==> src/dl_report_defs.svh <==
// register offsets, field positions, reset values and fixed counts of the link status block
`ifndef DL_REPORT_DEFS_SVH
`define DL_REPORT_DEFS_SVH

// ==================================================
// register map
`define RX_LINK_STATUS_ADDR 8'hA9
`define REPORT_CTRL_ADDR 8'hAA
`define REPORT_CTRL_RESET 8'h00

// ==================================================
// receive status field positions
`define STAT_MSG_BIT 4
`define STAT_NEXT_BIT 3
`define STAT_EMPTY_BIT 2
`define STAT_NEAR_BIT 1
`define STAT_FULL_BIT 0

// ==================================================
// receive fifo and status entry
`define RX_FIFO_DEPTH 7'h40
`define EOM_GOOD 2'h0
`define EOM_FCS_ERR 2'h1
`define EOM_ABORT 2'h2
`define EOM_PARTIAL 2'h3

// ==================================================
// report framing
`define REPORT_OCTETS 4'hE
`define HEADER_OCTETS 4'h6
`define HIST_PAIRS 4
`define HDR_SAPI 6'h0E
`define HDR_TEI 8'h01
`define HDR_CTRL 8'h03
`define HDR_FILL 8'h00
`define PRIO_LINK_FIRST 2'h3
`define FDL_SLOT_VALUE 8'h40
`define TX_BUF_DEPTH 4
`define TX_BUF_WIDTH 8

// ==================================================
// crc error bands of one second
`define CRC_BAND2 16'h0002
`define CRC_BAND3 16'h0006
`define CRC_BAND4 16'h000B
`define CRC_BAND5 16'h0065
`define CRC_BAND6 16'h0140

`endif

==> src/dl_report_pkg.sv <==
// types shared by the link status and report generator
`default_nettype none
package dl_report_pkg;

  // ==================================================
  // report sequencer states, gray along idle-wait-send
  typedef enum logic [1:0] {
    ST_IDLE = 2'h0,
    ST_WAIT = 2'h1,
    ST_SEND = 2'h3
  } report_state_e;

  // ==================================================
  // control register layout, msb first
  typedef struct packed {
    logic auto_report_enable;
    logic report_cmd_resp_bit;
    logic report_reserved_bit;
    logic report_user_bit_one;
    logic report_user_bit_two;
    logic report_slip_bit;
    logic auto_slip_select;
    logic report_send_now;
  } report_ctrl_s;

  // processor port request
  typedef struct packed {
    logic wr;
    logic rd;
    logic [7:0] addr;
    logic [7:0] wdata;
  } cpu_req_s;

  // receive fifo events from the receiver and the data port
  typedef struct packed {
    logic push_data;
    logic push_status;
    logic pop;
    logic msg_active;
    logic head_is_status;
  } rx_event_s;

  // latched one-second error counts
  typedef struct packed {
    logic [15:0] crc;
    logic [15:0] fps;
    logic [15:0] lcv;
    logic [15:0] sef;
    logic [15:0] fred;
  } err_counts_s;

  // one second of report content, two octets
  typedef struct packed {
    logic [7:0] hi;
    logic [7:0] lo;
  } second_pair_s;

  // whole state of the main block
  typedef struct packed {
    logic [6:0] fill;
    logic [5:0] msg_cnt;
    logic near_q;
    logic full_q;
    report_ctrl_s ctrl;
    logic pending;
    report_state_e st;
    logic [3:0] idx;
    second_pair_s [3:0] hist;
    logic [1:0] seq;
    logic [7:0] rdata;
    logic [7:0] entry;
    logic entry_wr;
    logic near_irq;
    logic discard;
    logic slip_seen;
  } link_state_s;

endpackage
`default_nettype wire

==> src/tx_octet_buf.sv <==
// small valid/ready fifo between the report sequencer and the transmit channel
`default_nettype none
module tx_octet_buf #(
  parameter int WIDTH = 8,
  parameter int DEPTH = 4
) (
  // clock and reset
  input wire logic ref_clk_i,
  input wire logic rst_n_i,
  // fill side
  input wire logic [WIDTH-1:0] in_data_i,
  input wire logic in_valid_i,
  output logic in_ready_o,
  // drain side
  output logic [WIDTH-1:0] out_data_o,
  output logic out_valid_o,
  input wire logic out_ready_i
);

  localparam int AW = $clog2(DEPTH);

  typedef struct packed {
    logic [DEPTH-1:0][WIDTH-1:0] mem;
    logic [AW-1:0] wp;
    logic [AW-1:0] rp;
    logic [AW:0] cnt;
  } buf_state_s;

  buf_state_s q_r;
  buf_state_s q_nxt;
  logic push;
  logic pop;

  // ==================================================
  // handshakes, full and empty from the count
  assign in_ready_o = (q_r.cnt != (AW+1)'(DEPTH));
  assign out_valid_o = (q_r.cnt != '0);
  assign out_data_o = q_r.mem[q_r.rp];
  assign push = in_valid_i && in_ready_o;
  assign pop = out_valid_o && out_ready_i;

  // next state of pointers and storage
  always_comb begin
    q_nxt = q_r;
    if (push) begin
      q_nxt.mem[q_r.wp] = in_data_i;
      q_nxt.wp = (q_r.wp == AW'(DEPTH-1)) ? '0 : q_r.wp + 1'b1;
    end
    if (pop) begin
      q_nxt.rp = (q_r.rp == AW'(DEPTH-1)) ? '0 : q_r.rp + 1'b1;
    end
    if (push && !pop) begin
      q_nxt.cnt = q_r.cnt + 1'b1;
    end else if (pop && !push) begin
      q_nxt.cnt = q_r.cnt - 1'b1;
    end
  end

  // state register
  always_ff @(posedge ref_clk_i) begin
    if (!rst_n_i) begin
      q_r <= '0;
    end else begin
      q_r <= q_nxt;
    end
  end

endmodule
`default_nettype wire

==> src/dl_report_gen.sv <==
// receive link fifo status and performance report generator
`default_nettype none
`include "dl_report_defs.svh"
module dl_report_gen
  import dl_report_pkg::*;
(
  // clock and reset
  input wire logic ref_clk_i,
  input wire logic rst_n_i,
  // parallel processor port
  input wire cpu_req_s cpu_req_i,
  output logic [7:0] cpu_rdata_o,
  // receive fifo events and threshold
  input wire rx_event_s rx_event_i,
  input wire logic [5:0] near_full_threshold_i,
  output logic [7:0] message_status_entry_o,
  output logic status_entry_write_o,
  output logic near_full_interrupt_o,
  output logic rx_discard_o,
  // report inputs
  input wire logic one_second_tick_i,
  input wire err_counts_s err_counts_i,
  input wire logic rx_frame_slip_i,
  input wire logic [1:0] codeword_priority_select_i,
  input wire logic tx_fifo_empty_i,
  // transmit channel
  output logic codeword_preempt_o,
  output logic report_busy_o,
  output logic [7:0] tx_octet_o,
  output logic tx_octet_valid_o,
  input wire logic tx_octet_ready_i
);

  link_state_s q_r;
  link_state_s q_nxt;
  logic [6:0] near_level;
  logic near_now;
  logic full_now;
  logic empty_now;
  logic [7:0] status_byte;
  logic push_ok;
  logic buf_ready;
  logic buf_valid;
  logic [7:0] octet;
  second_pair_s pair_now;

  // ==================================================
  // functions
  // one second of error counts coded into an octet pair
  function automatic second_pair_s code_second(err_counts_s c, logic slip, logic [1:0] seq);
    logic g1, g2, g3, g4, g5, g6;
    second_pair_s p;
    g1 = (c.crc == 16'h0001);
    g2 = (c.crc >= `CRC_BAND2) && (c.crc < `CRC_BAND3);
    g3 = (c.crc >= `CRC_BAND3) && (c.crc < `CRC_BAND4);
    g4 = (c.crc >= `CRC_BAND4) && (c.crc < `CRC_BAND5);
    g5 = (c.crc >= `CRC_BAND5) && (c.crc < `CRC_BAND6);
    g6 = (c.crc >= `CRC_BAND6);
    p.hi = {g3, (c.lcv != '0), g4, 1'b0, 1'b0, g5, slip, g6};
    p.lo = {(c.fps != '0), (c.sef != '0) || (c.fred != '0), 1'b0, g1, 1'b0, g2, seq};
    return p;
  endfunction

  // octet of the report at a given index, user bits overlaid from control
  function automatic logic [7:0] report_octet(logic [3:0] idx, second_pair_s [3:0] hist,
                                              report_ctrl_s ctrl);
    logic [7:0] o;
    logic [3:0] rel;
    second_pair_s p;
    rel = idx - `HEADER_OCTETS;
    p = hist[rel[2:1]];
    o = `HDR_FILL;
    if (idx == 4'h0) begin
      o = {`HDR_SAPI, ctrl.report_cmd_resp_bit, 1'b0};
    end else if (idx == 4'h1) begin
      o = `HDR_TEI;
    end else if (idx == 4'h2) begin
      o = `HDR_CTRL;
    end else if (idx >= `HEADER_OCTETS && !rel[0]) begin
      o = p.hi;
      o[4] = ctrl.report_user_bit_one;
      o[3] = ctrl.report_user_bit_two;
      if (!ctrl.auto_slip_select) begin
        o[1] = ctrl.report_slip_bit;
      end
    end else if (idx >= `HEADER_OCTETS) begin
      o = p.lo;
      o[3] = ctrl.report_reserved_bit;
    end
    return o;
  endfunction

  // ==================================================
  // receive fifo levels
  // empty, near and full levels
  assign near_level = `RX_FIFO_DEPTH - {1'b0, near_full_threshold_i};
  assign empty_now = (q_r.fill == '0);
  assign full_now = (q_r.fill == `RX_FIFO_DEPTH);
  assign near_now = (q_r.fill >= near_level);
  assign push_ok = (rx_event_i.push_data || rx_event_i.push_status) && !full_now;
  assign status_byte = {3'h0, rx_event_i.msg_active, rx_event_i.head_is_status,
                        empty_now, near_now, full_now};
  assign pair_now = code_second(err_counts_i, q_r.slip_seen, q_r.seq);
  assign octet = report_octet(q_r.idx, q_r.hist, q_r.ctrl);

  // ==================================================
  // next state
  always_comb begin
    q_nxt = q_r;
    q_nxt.entry_wr = 1'b0;
    q_nxt.near_irq = 1'b0;
    q_nxt.discard = 1'b0;
    q_nxt.near_q = near_now;
    q_nxt.full_q = full_now;
    // slip seen during the current second, a slip on the tick counts for the next
    q_nxt.slip_seen = rx_frame_slip_i || (q_r.slip_seen && !one_second_tick_i);
    // fill count: writes refused while full, a read of an empty fifo is ignored
    // so that a push meeting it still counts
    if (push_ok && !(rx_event_i.pop && !empty_now)) begin
      q_nxt.fill = q_r.fill + 7'h01;
    end else if (rx_event_i.pop && !push_ok && !empty_now) begin
      q_nxt.fill = q_r.fill - 7'h01;
    end
    // byte count of message in progress
    if (rx_event_i.push_status) begin
      q_nxt.msg_cnt = '0;
    end else if (push_ok && rx_event_i.push_data) begin
      q_nxt.msg_cnt = q_r.msg_cnt + 6'h01;
    end
    // partial entry on reaching near full
    if (near_now && !q_r.near_q && rx_event_i.msg_active) begin
      q_nxt.entry = {`EOM_PARTIAL, q_r.msg_cnt};
      q_nxt.entry_wr = 1'b1;
      q_nxt.msg_cnt = '0;
    end
    // interrupt on the rising flag only
    if (near_now && !q_r.near_q) begin
      q_nxt.near_irq = 1'b1;
    end
    // overflow drops message, partial with zero count
    if (full_now && !q_r.full_q && rx_event_i.msg_active) begin
      q_nxt.entry = {`EOM_PARTIAL, 6'h00};
      q_nxt.entry_wr = 1'b1;
      q_nxt.discard = 1'b1;
      q_nxt.msg_cnt = '0;
    end
    // processor port: read data registered, control write
    if (cpu_req_i.rd) begin
      q_nxt.rdata = (cpu_req_i.addr == `RX_LINK_STATUS_ADDR) ? status_byte :
                    (cpu_req_i.addr == `REPORT_CTRL_ADDR) ? q_r.ctrl : 8'h00;
    end
    // one-shot cleared once the request is taken
    if (q_r.ctrl.report_send_now) begin
      q_nxt.ctrl.report_send_now = 1'b0;
    end
    if (cpu_req_i.wr && cpu_req_i.addr == `REPORT_CTRL_ADDR) begin
      q_nxt.ctrl = cpu_req_i.wdata;
    end
    // latch one second of counts into history
    if (one_second_tick_i) begin
      q_nxt.hist = {q_r.hist[2:0], pair_now};
      q_nxt.seq = q_r.seq + 2'h1;
    end
    // request sticky, set wins over take
    if ((one_second_tick_i && q_r.ctrl.auto_report_enable) || q_r.ctrl.report_send_now) begin
      q_nxt.pending = 1'b1;
    end else if (q_r.st == ST_IDLE && q_r.pending) begin
      q_nxt.pending = 1'b0;
    end
    // report sequencer
    case (q_r.st)
      ST_IDLE: begin
        if (q_r.pending) begin
          q_nxt.st = ST_WAIT;
          q_nxt.idx = '0;
        end
      end
      ST_WAIT: begin
        // wait for the transmit fifo to empty
        if (tx_fifo_empty_i) begin
          q_nxt.st = ST_SEND;
        end
      end
      ST_SEND: begin
        if (buf_ready) begin
          q_nxt.idx = q_r.idx + 4'h1;
          if (q_r.idx == `REPORT_OCTETS - 4'h1) begin
            q_nxt.st = ST_IDLE;
          end
        end
      end
      default: begin
        q_nxt.st = ST_IDLE;
      end
    endcase
  end

  // state register
  always_ff @(posedge ref_clk_i) begin
    if (!rst_n_i) begin
      q_r <= '0;
      q_r.ctrl <= `REPORT_CTRL_RESET;
      q_r.st <= ST_IDLE;
    end else begin
      q_r <= q_nxt;
    end
  end

  // ==================================================
  // outputs
  assign cpu_rdata_o = q_r.rdata;
  assign message_status_entry_o = q_r.entry;
  assign status_entry_write_o = q_r.entry_wr;
  assign near_full_interrupt_o = q_r.near_irq;
  assign rx_discard_o = q_r.discard;
  assign report_busy_o = (q_r.st != ST_IDLE);
  // link first mode preempts codeword output
  assign codeword_preempt_o = (q_r.st == ST_SEND) &&
                              (codeword_priority_select_i == `PRIO_LINK_FIRST);
  assign buf_valid = (q_r.st == ST_SEND);

  // transmit octet buffer, back-pressure stalls the sequencer
  tx_octet_buf #(
    .WIDTH(`TX_BUF_WIDTH),
    .DEPTH(`TX_BUF_DEPTH)
  ) u_buf (
    .ref_clk_i(ref_clk_i),
    .rst_n_i(rst_n_i),
    .in_data_i(octet),
    .in_valid_i(buf_valid),
    .in_ready_o(buf_ready),
    .out_data_o(tx_octet_o),
    .out_valid_o(tx_octet_valid_o),
    .out_ready_i(tx_octet_ready_i)
  );
endmodule
`default_nettype wire

==> config.mk <==
export PLATFORM = sky130hd
export DESIGN_NAME = dl_report_gen
export DESIGN_NICKNAME = d
export VERILOG_FILES = /design/src/dl_report_pkg.sv /design/src/tx_octet_buf.sv /design/src/dl_report_gen.sv
export VERILOG_INCLUDE_DIRS = /design/src
export SDC_FILE = /design/constraint.sdc
export NUM_CORES = 1
export LEC_CHECK = 0
export BUFFER_PORTS_ARGS = -buffer_cell sky130_fd_sc_hd__buf_2
export CAP_MARGIN = 20
export CORE_ASPECT_RATIO = 1.5
export CORE_MARGIN = 8
export CORE_UTILIZATION = 55
export DETAILED_ROUTE_END_ITERATION = 8
export MAX_ROUTING_LAYER = met4
export PLACE_DENSITY = 0.8
export REMOVE_ABC_BUFFERS = 1
export SLEW_MARGIN = 20
export SYNTH_ARGS = -nofsm -noshare
export SYNTH_HDL_FRONTEND = slang
export SYNTH_HIERARCHICAL = 1
export SYNTH_SLANG_ARGS = --single-unit
==> constraint.sdc <==
create_clock -name ref_clk_i -period 2.9 [get_ports ref_clk_i]
set_input_delay 0.29 -clock ref_clk_i [delete_from_list [all_inputs] [get_ports ref_clk_i]]
set_output_delay 0.29 -clock ref_clk_i [all_outputs]
set_load 0.01 [all_outputs]
Word-level counts from Yosys, hierarchy flattened
Cells that the tools add are included.
{ "word_totals": {"reg_bits": 139, "input_bits": 117, "out_inout_bits": 30, "word_cells": 173} }
{ "classes": {"n_addsub": 11, "magnitude_cmp": 15, "n_eq_ne": 17, "mux": 33, "n_bitwise": 1, "n_reduce_logical": 58} }
{ "op_table": {"columns": ["operator", "n"], "rows": [
  ["2-to-1 mux 8 bit", 9],
  ["nonzero test 16 bit", 4],
  ["binary-select mux 16 bit (select 2 bit)", 1],
  ["bitwise mux 32 bit", 1],
  ["logical AND 1 bit", 25],
  ["2-to-1 mux 9 bit", 2],
  ["binary-select mux 8 bit (select 2 bit)", 1],
  ["demux 8 bit (select 2 bit)", 1],
  ["== test 16 x 1 -> 1 bit (second input constant)", 1],
  ["== test 8 bit (second input constant)", 2],
  [">= comparator 16 x 2 -> 1 bit (second input constant)", 1],
  [">= comparator 16 x 3 -> 1 bit (second input constant)", 1],
  [">= comparator 16 x 4 -> 1 bit (second input constant)", 1],
  [">= comparator 16 x 7 -> 1 bit (second input constant)", 1],
  [">= comparator 16 x 9 -> 1 bit (second input constant)", 1],
  ["less-than comparator 16 x 3 -> 1 bit (second input constant)", 1],
  ["less-than comparator 16 x 4 -> 1 bit (second input constant)", 1],
  ["less-than comparator 16 x 7 -> 1 bit (second input constant)", 1],
  ["less-than comparator 16 x 9 -> 1 bit (second input constant)", 1],
  ["2-to-1 mux 16 bit", 1],
  ["2-to-1 mux 7 bit", 2],
  ["2-to-1 mux 6 bit", 2],
  ["nonzero test 2 bit", 6],
  ["zero test 1 bit", 10],
  ["37 further kinds", 58]
]} }

Depth between registers and ports, before layout
{ "logic_depth": {"depth_word": 9, "depth_mapped": 11, "mapped_depth_nobuf": 10} }

Cells and area by module
The synthesis kept the hierarchy.
{ "modules_own_cells": {"columns": ["module", "n_inst", "cells_each", "area_each_um2", "seq_area_each_um2"], "rows": [
  ["dl_report_gen", 1, 539, 5071.1, 1981.9],
  ["tx_octet_buf", 1, 172, 1823.0, 780.7]
]} }

Worst setup path after synthesis
OpenSTA, ideal clock, no wires.
{ "synth_timing": {"path_type": "reg2reg", "start": "reg q_r[113] (netlist name)", "end": "reg q_r[115] (netlist name)", "setup_time_ps": 95, "t_arrival_ps": 2504, "t_required_ps": 2805, "slack_ps": 301, "stages_incl_launch_ff": 10, "path_buffers": 0, "period_less_slack_ps": 2599, "path_cell_list": "dfxtp_1 -> or4_4 -> o31ai_4 -> nand2_1 -> ha_1 -> a21o_1 -> nand4_1 -> a211oi_1 -> a31oi_1 -> o311ai_1"} }

==> flow_summary.json <==
{
  "cp-end-kind": "register",
  "cts_buffers": 17,
  "post-route-period-util": 0.962,
  "critPathLaunchType": "register",
  "cts.clk_slew.worst_paths_ns": 0.06,
  "clock-root-buffer": "clkbuf_16",
  "die_w_um": 107,
  "multi_input_area_um2": 3780,
  "diodes": 0,
  "cts-resized-gates": 0,
  "synth_area_um2": 6890,
  "rows": 50,
  "synth_flop_cell": "dfxtp_1",
  "max_freq_mhz": 359,
  "leakagePower_nw": 3.47,
  "grt_pass1_wl_um": 26700,
  "crit_start": "q_r[113]$_SDFFE_PN0P_",
  "layout_common_cells": "buf_2, dfxtp_1, mux2i_1",
  "r2r_cells": 9,
  "routed_wl_um": 16100,
  "dr.pass1.iters": 5,
  "syn_avg_cell_area_um2": 9.70,
  "layout_commonest_cell": "buf_2",
  "cts_max_path_buffers": 2,
  "drc_errors": 0,
  "ys_top_cells_by_area": "dfxtp_1, mux2i_1, mux4_2",
  "cts_max_level": 4,
  "rsz0062_at_grt": "false",
  "cts_setup_buffers": 0,
  "fillers": 987,
  "areaGrowthSynthToFinish_pct": 19.8,
  "synth_edf_count": 0,
  "ir_drop_mv": 0.453,
  "status": "finished clean",
  "vias": 5655,
  "portBuffers": 146,
  "yosysWarnings": 6,
  "yosys.area.top_type": "dfxtp_1",
  "worstPathRequired_ns": 3.22,
  "worstSetupPathType": "reg2reg",
  "die-area_um2": 16400,
  "fin_crit_ns": 2.79,
  "worstReg2RegStart": "q_r[113]$_SDFFE_PN0P_",
  "cp.arrival_ns": 3.11,
  "worstPathMaxFanout": 6,
  "grt_pass1_vias": 5724,
  "hold_viol": 0,
  "viasPerCell": 5.60,
  "total_power_mw": 5.42,
  "drive_above_1_share": 0.271,
  "slowest_delay_ns": 0.59,
  "clock_latency_ns": 0.42,
  "finalSetupTns_ns": 0,
  "drt_iter0_drc": 231,
  "holdBufCountCts": 0,
  "gp_congestion": 0.831,
  "hold_class": "in2reg",
  "crit_chain": "or4_4, o31ai_4, nand2_2, ha_1, a21o_1, nand4_1, a211oi_2, a31oi_1, o311ai_1",
  "synth_top_area_share": 0.401,
  "ys_types": 65,
  "critical-path-slowest-cell": "or4_4",
  "pwr_density_cell_nw_per_um2": 656,
  "async_flop_share": 0,
  "drv_cap": 0,
  "holdPathStages": 3,
  "finalSetupViolations": 0,
  "reg2reg_slack_ns": 0.11,
  "nNetsFinal": 985,
  "antenna_found_initial": 0,
  "io_pins": 147,
  "drv_slew": 0,
  "cts_tree": "done",
  "final.setup_skew_ns": 0.00615,
  "grt_max_degree": 45,
  "initial_core_util": 0.557,
  "detail_route.wl_per_cell_um": 16.0,
  "drtAntennaViolNets": 0,
  "regArea_um2": 2760,
  "clock_sinks": 138,
  "gr-usage-all-layers": 0.204,
  "coreArea_um2": 12400,
  "grt_overflow": 0,
  "max_slew.worst_pin.slew_ns": 0.606,
  "synth-seq-area-share": 0.401,
  "synth.ff_latch_count": 138,
  "r2r_end": "q_r[115]$_SDFFE_PN0P_",
  "endpoint": "q_r[115]$_SDFFE_PN0P_",
  "post-dp-hpwl_um": 12000,
  "relSlewSlack": 0.596,
  "synthCells": 711,
  "die_y_um": 153
}
kinds of logic after synthesis:
family,count (synthesis),synth area share
compound gates,94,0.0918
xor+xnor,22,0.0279
fa+ha+maj,27,0.0512
buf+inv,65,0.0532
flops,138,0.401
mux,108,0.193
simple gates,257,0.182
worst max-delay path: cells and delay by family, from the launching register on:
family	cells	cell delay [ns]
AOI/OAI and AO/OA	5	0.96
DFF	1	0.38
and+or+nand+nor	3	0.98
adders and majority gates	1	0.38
Yosys cell counts, types with 4 or more instances:
cell type / n
and3_1: 5
and4_1: 4
o21ai_0: 24
a22oi_1: 4
nand2b_1: 4
nor4_1: 24
mux2i_1: 88
inv_1: 11
dfxtp_1: 138
and3_4: 4
clkbuf_1: 13
nor3_1: 8
xor2_1: 13
nor2_1: 86
buf_2: 9
o21a_1: 4
buf_4: 17
buf_1: 7
nand4_1: 8
nor2b_1: 6
mux4_2: 20
xnor2_1: 9
a21oi_1: 27
nand3_1: 14
and2_1: 5
nand2_1: 73
buf_6: 5
ha_1: 25
worst min-delay path by stage:
stage	end	slack (ns)	start
global placement	near_full_interrupt_o$_SDFF_PN0_	0.43	q_r[102]$_SDFF_PN0_
CTS	pair_now[9]$_SDFF_PN0_	0.07	rx_frame_slip_i
finish	pair_now[9]$_SDFF_PN0_	0.08	rx_frame_slip_i
global route	q_r[93]$_SDFF_PN0_	0.10	cpu_req_i[0]
detailed placement	near_full_interrupt_o$_SDFF_PN0_	0.43	q_r[102]$_SDFF_PN0_
floorplan	q_r[103]$_SDFFE_PP0P_	0.37	rx_event_i[3]
final cells by class:
class,count,share of cell area
clock buffer,19,0.0536
clock inverter,12,0.0211
inverter,13,0.00591
multi-input combinational,508,0.457
sequential,138,0.335
tap,156,0.0236
timing repair buffer,163,0.104
routing by layer:
metal / GRT usage / wire length, um / up-vias
met4: 0.0823 / 258 / 0
met3: 0.0438 / 702 / 22
met2: 0.351 / 8510 / 157
met5: - / 0 / -
met1: 0.221 / 6680 / 2679
li1: - / - / 2797
sequential cells by signal, summed over array words and instances (netlist names):
register	cells
q_r	78
u_buf/q_r	39
cpu_rdata_o	8
message_status_entry_o	7
pair_now	3
near_full_interrupt_o	1
rx_discard_o	1
status_entry_write_o	1
where the power goes:
part	total, mW	internal, mW	switching [mW]
sequential	2.07	1.98	0.0929
combinational	1.09	0.487	0.601
clock	2.25	1.45	0.802
metrics by stage:
| step | cell area [um^2] | std cells | utilization | hold slack, ns | setup WS [ns] |
|---|---|---|---|---|---|
| floorplan | 6580 | 659 | - | 0.366 | 0.286 |
| global placement | 7630 | 978 | 0.616 | 0.428 | 0.232 |
| detailed placement | 7630 | 978 | 0.616 | 0.431 | 0.0759 |
| CTS | 8250 | 1009 | 0.666 | 0.0693 | 0.00992 |
| global route | 8260 | 1009 | 0.667 | 0.104 | 0.00814 |
| finish | 8260 | 1009 | 0.667 | 0.0751 | 0.112 |
Power figures use the tool's default switching activity.
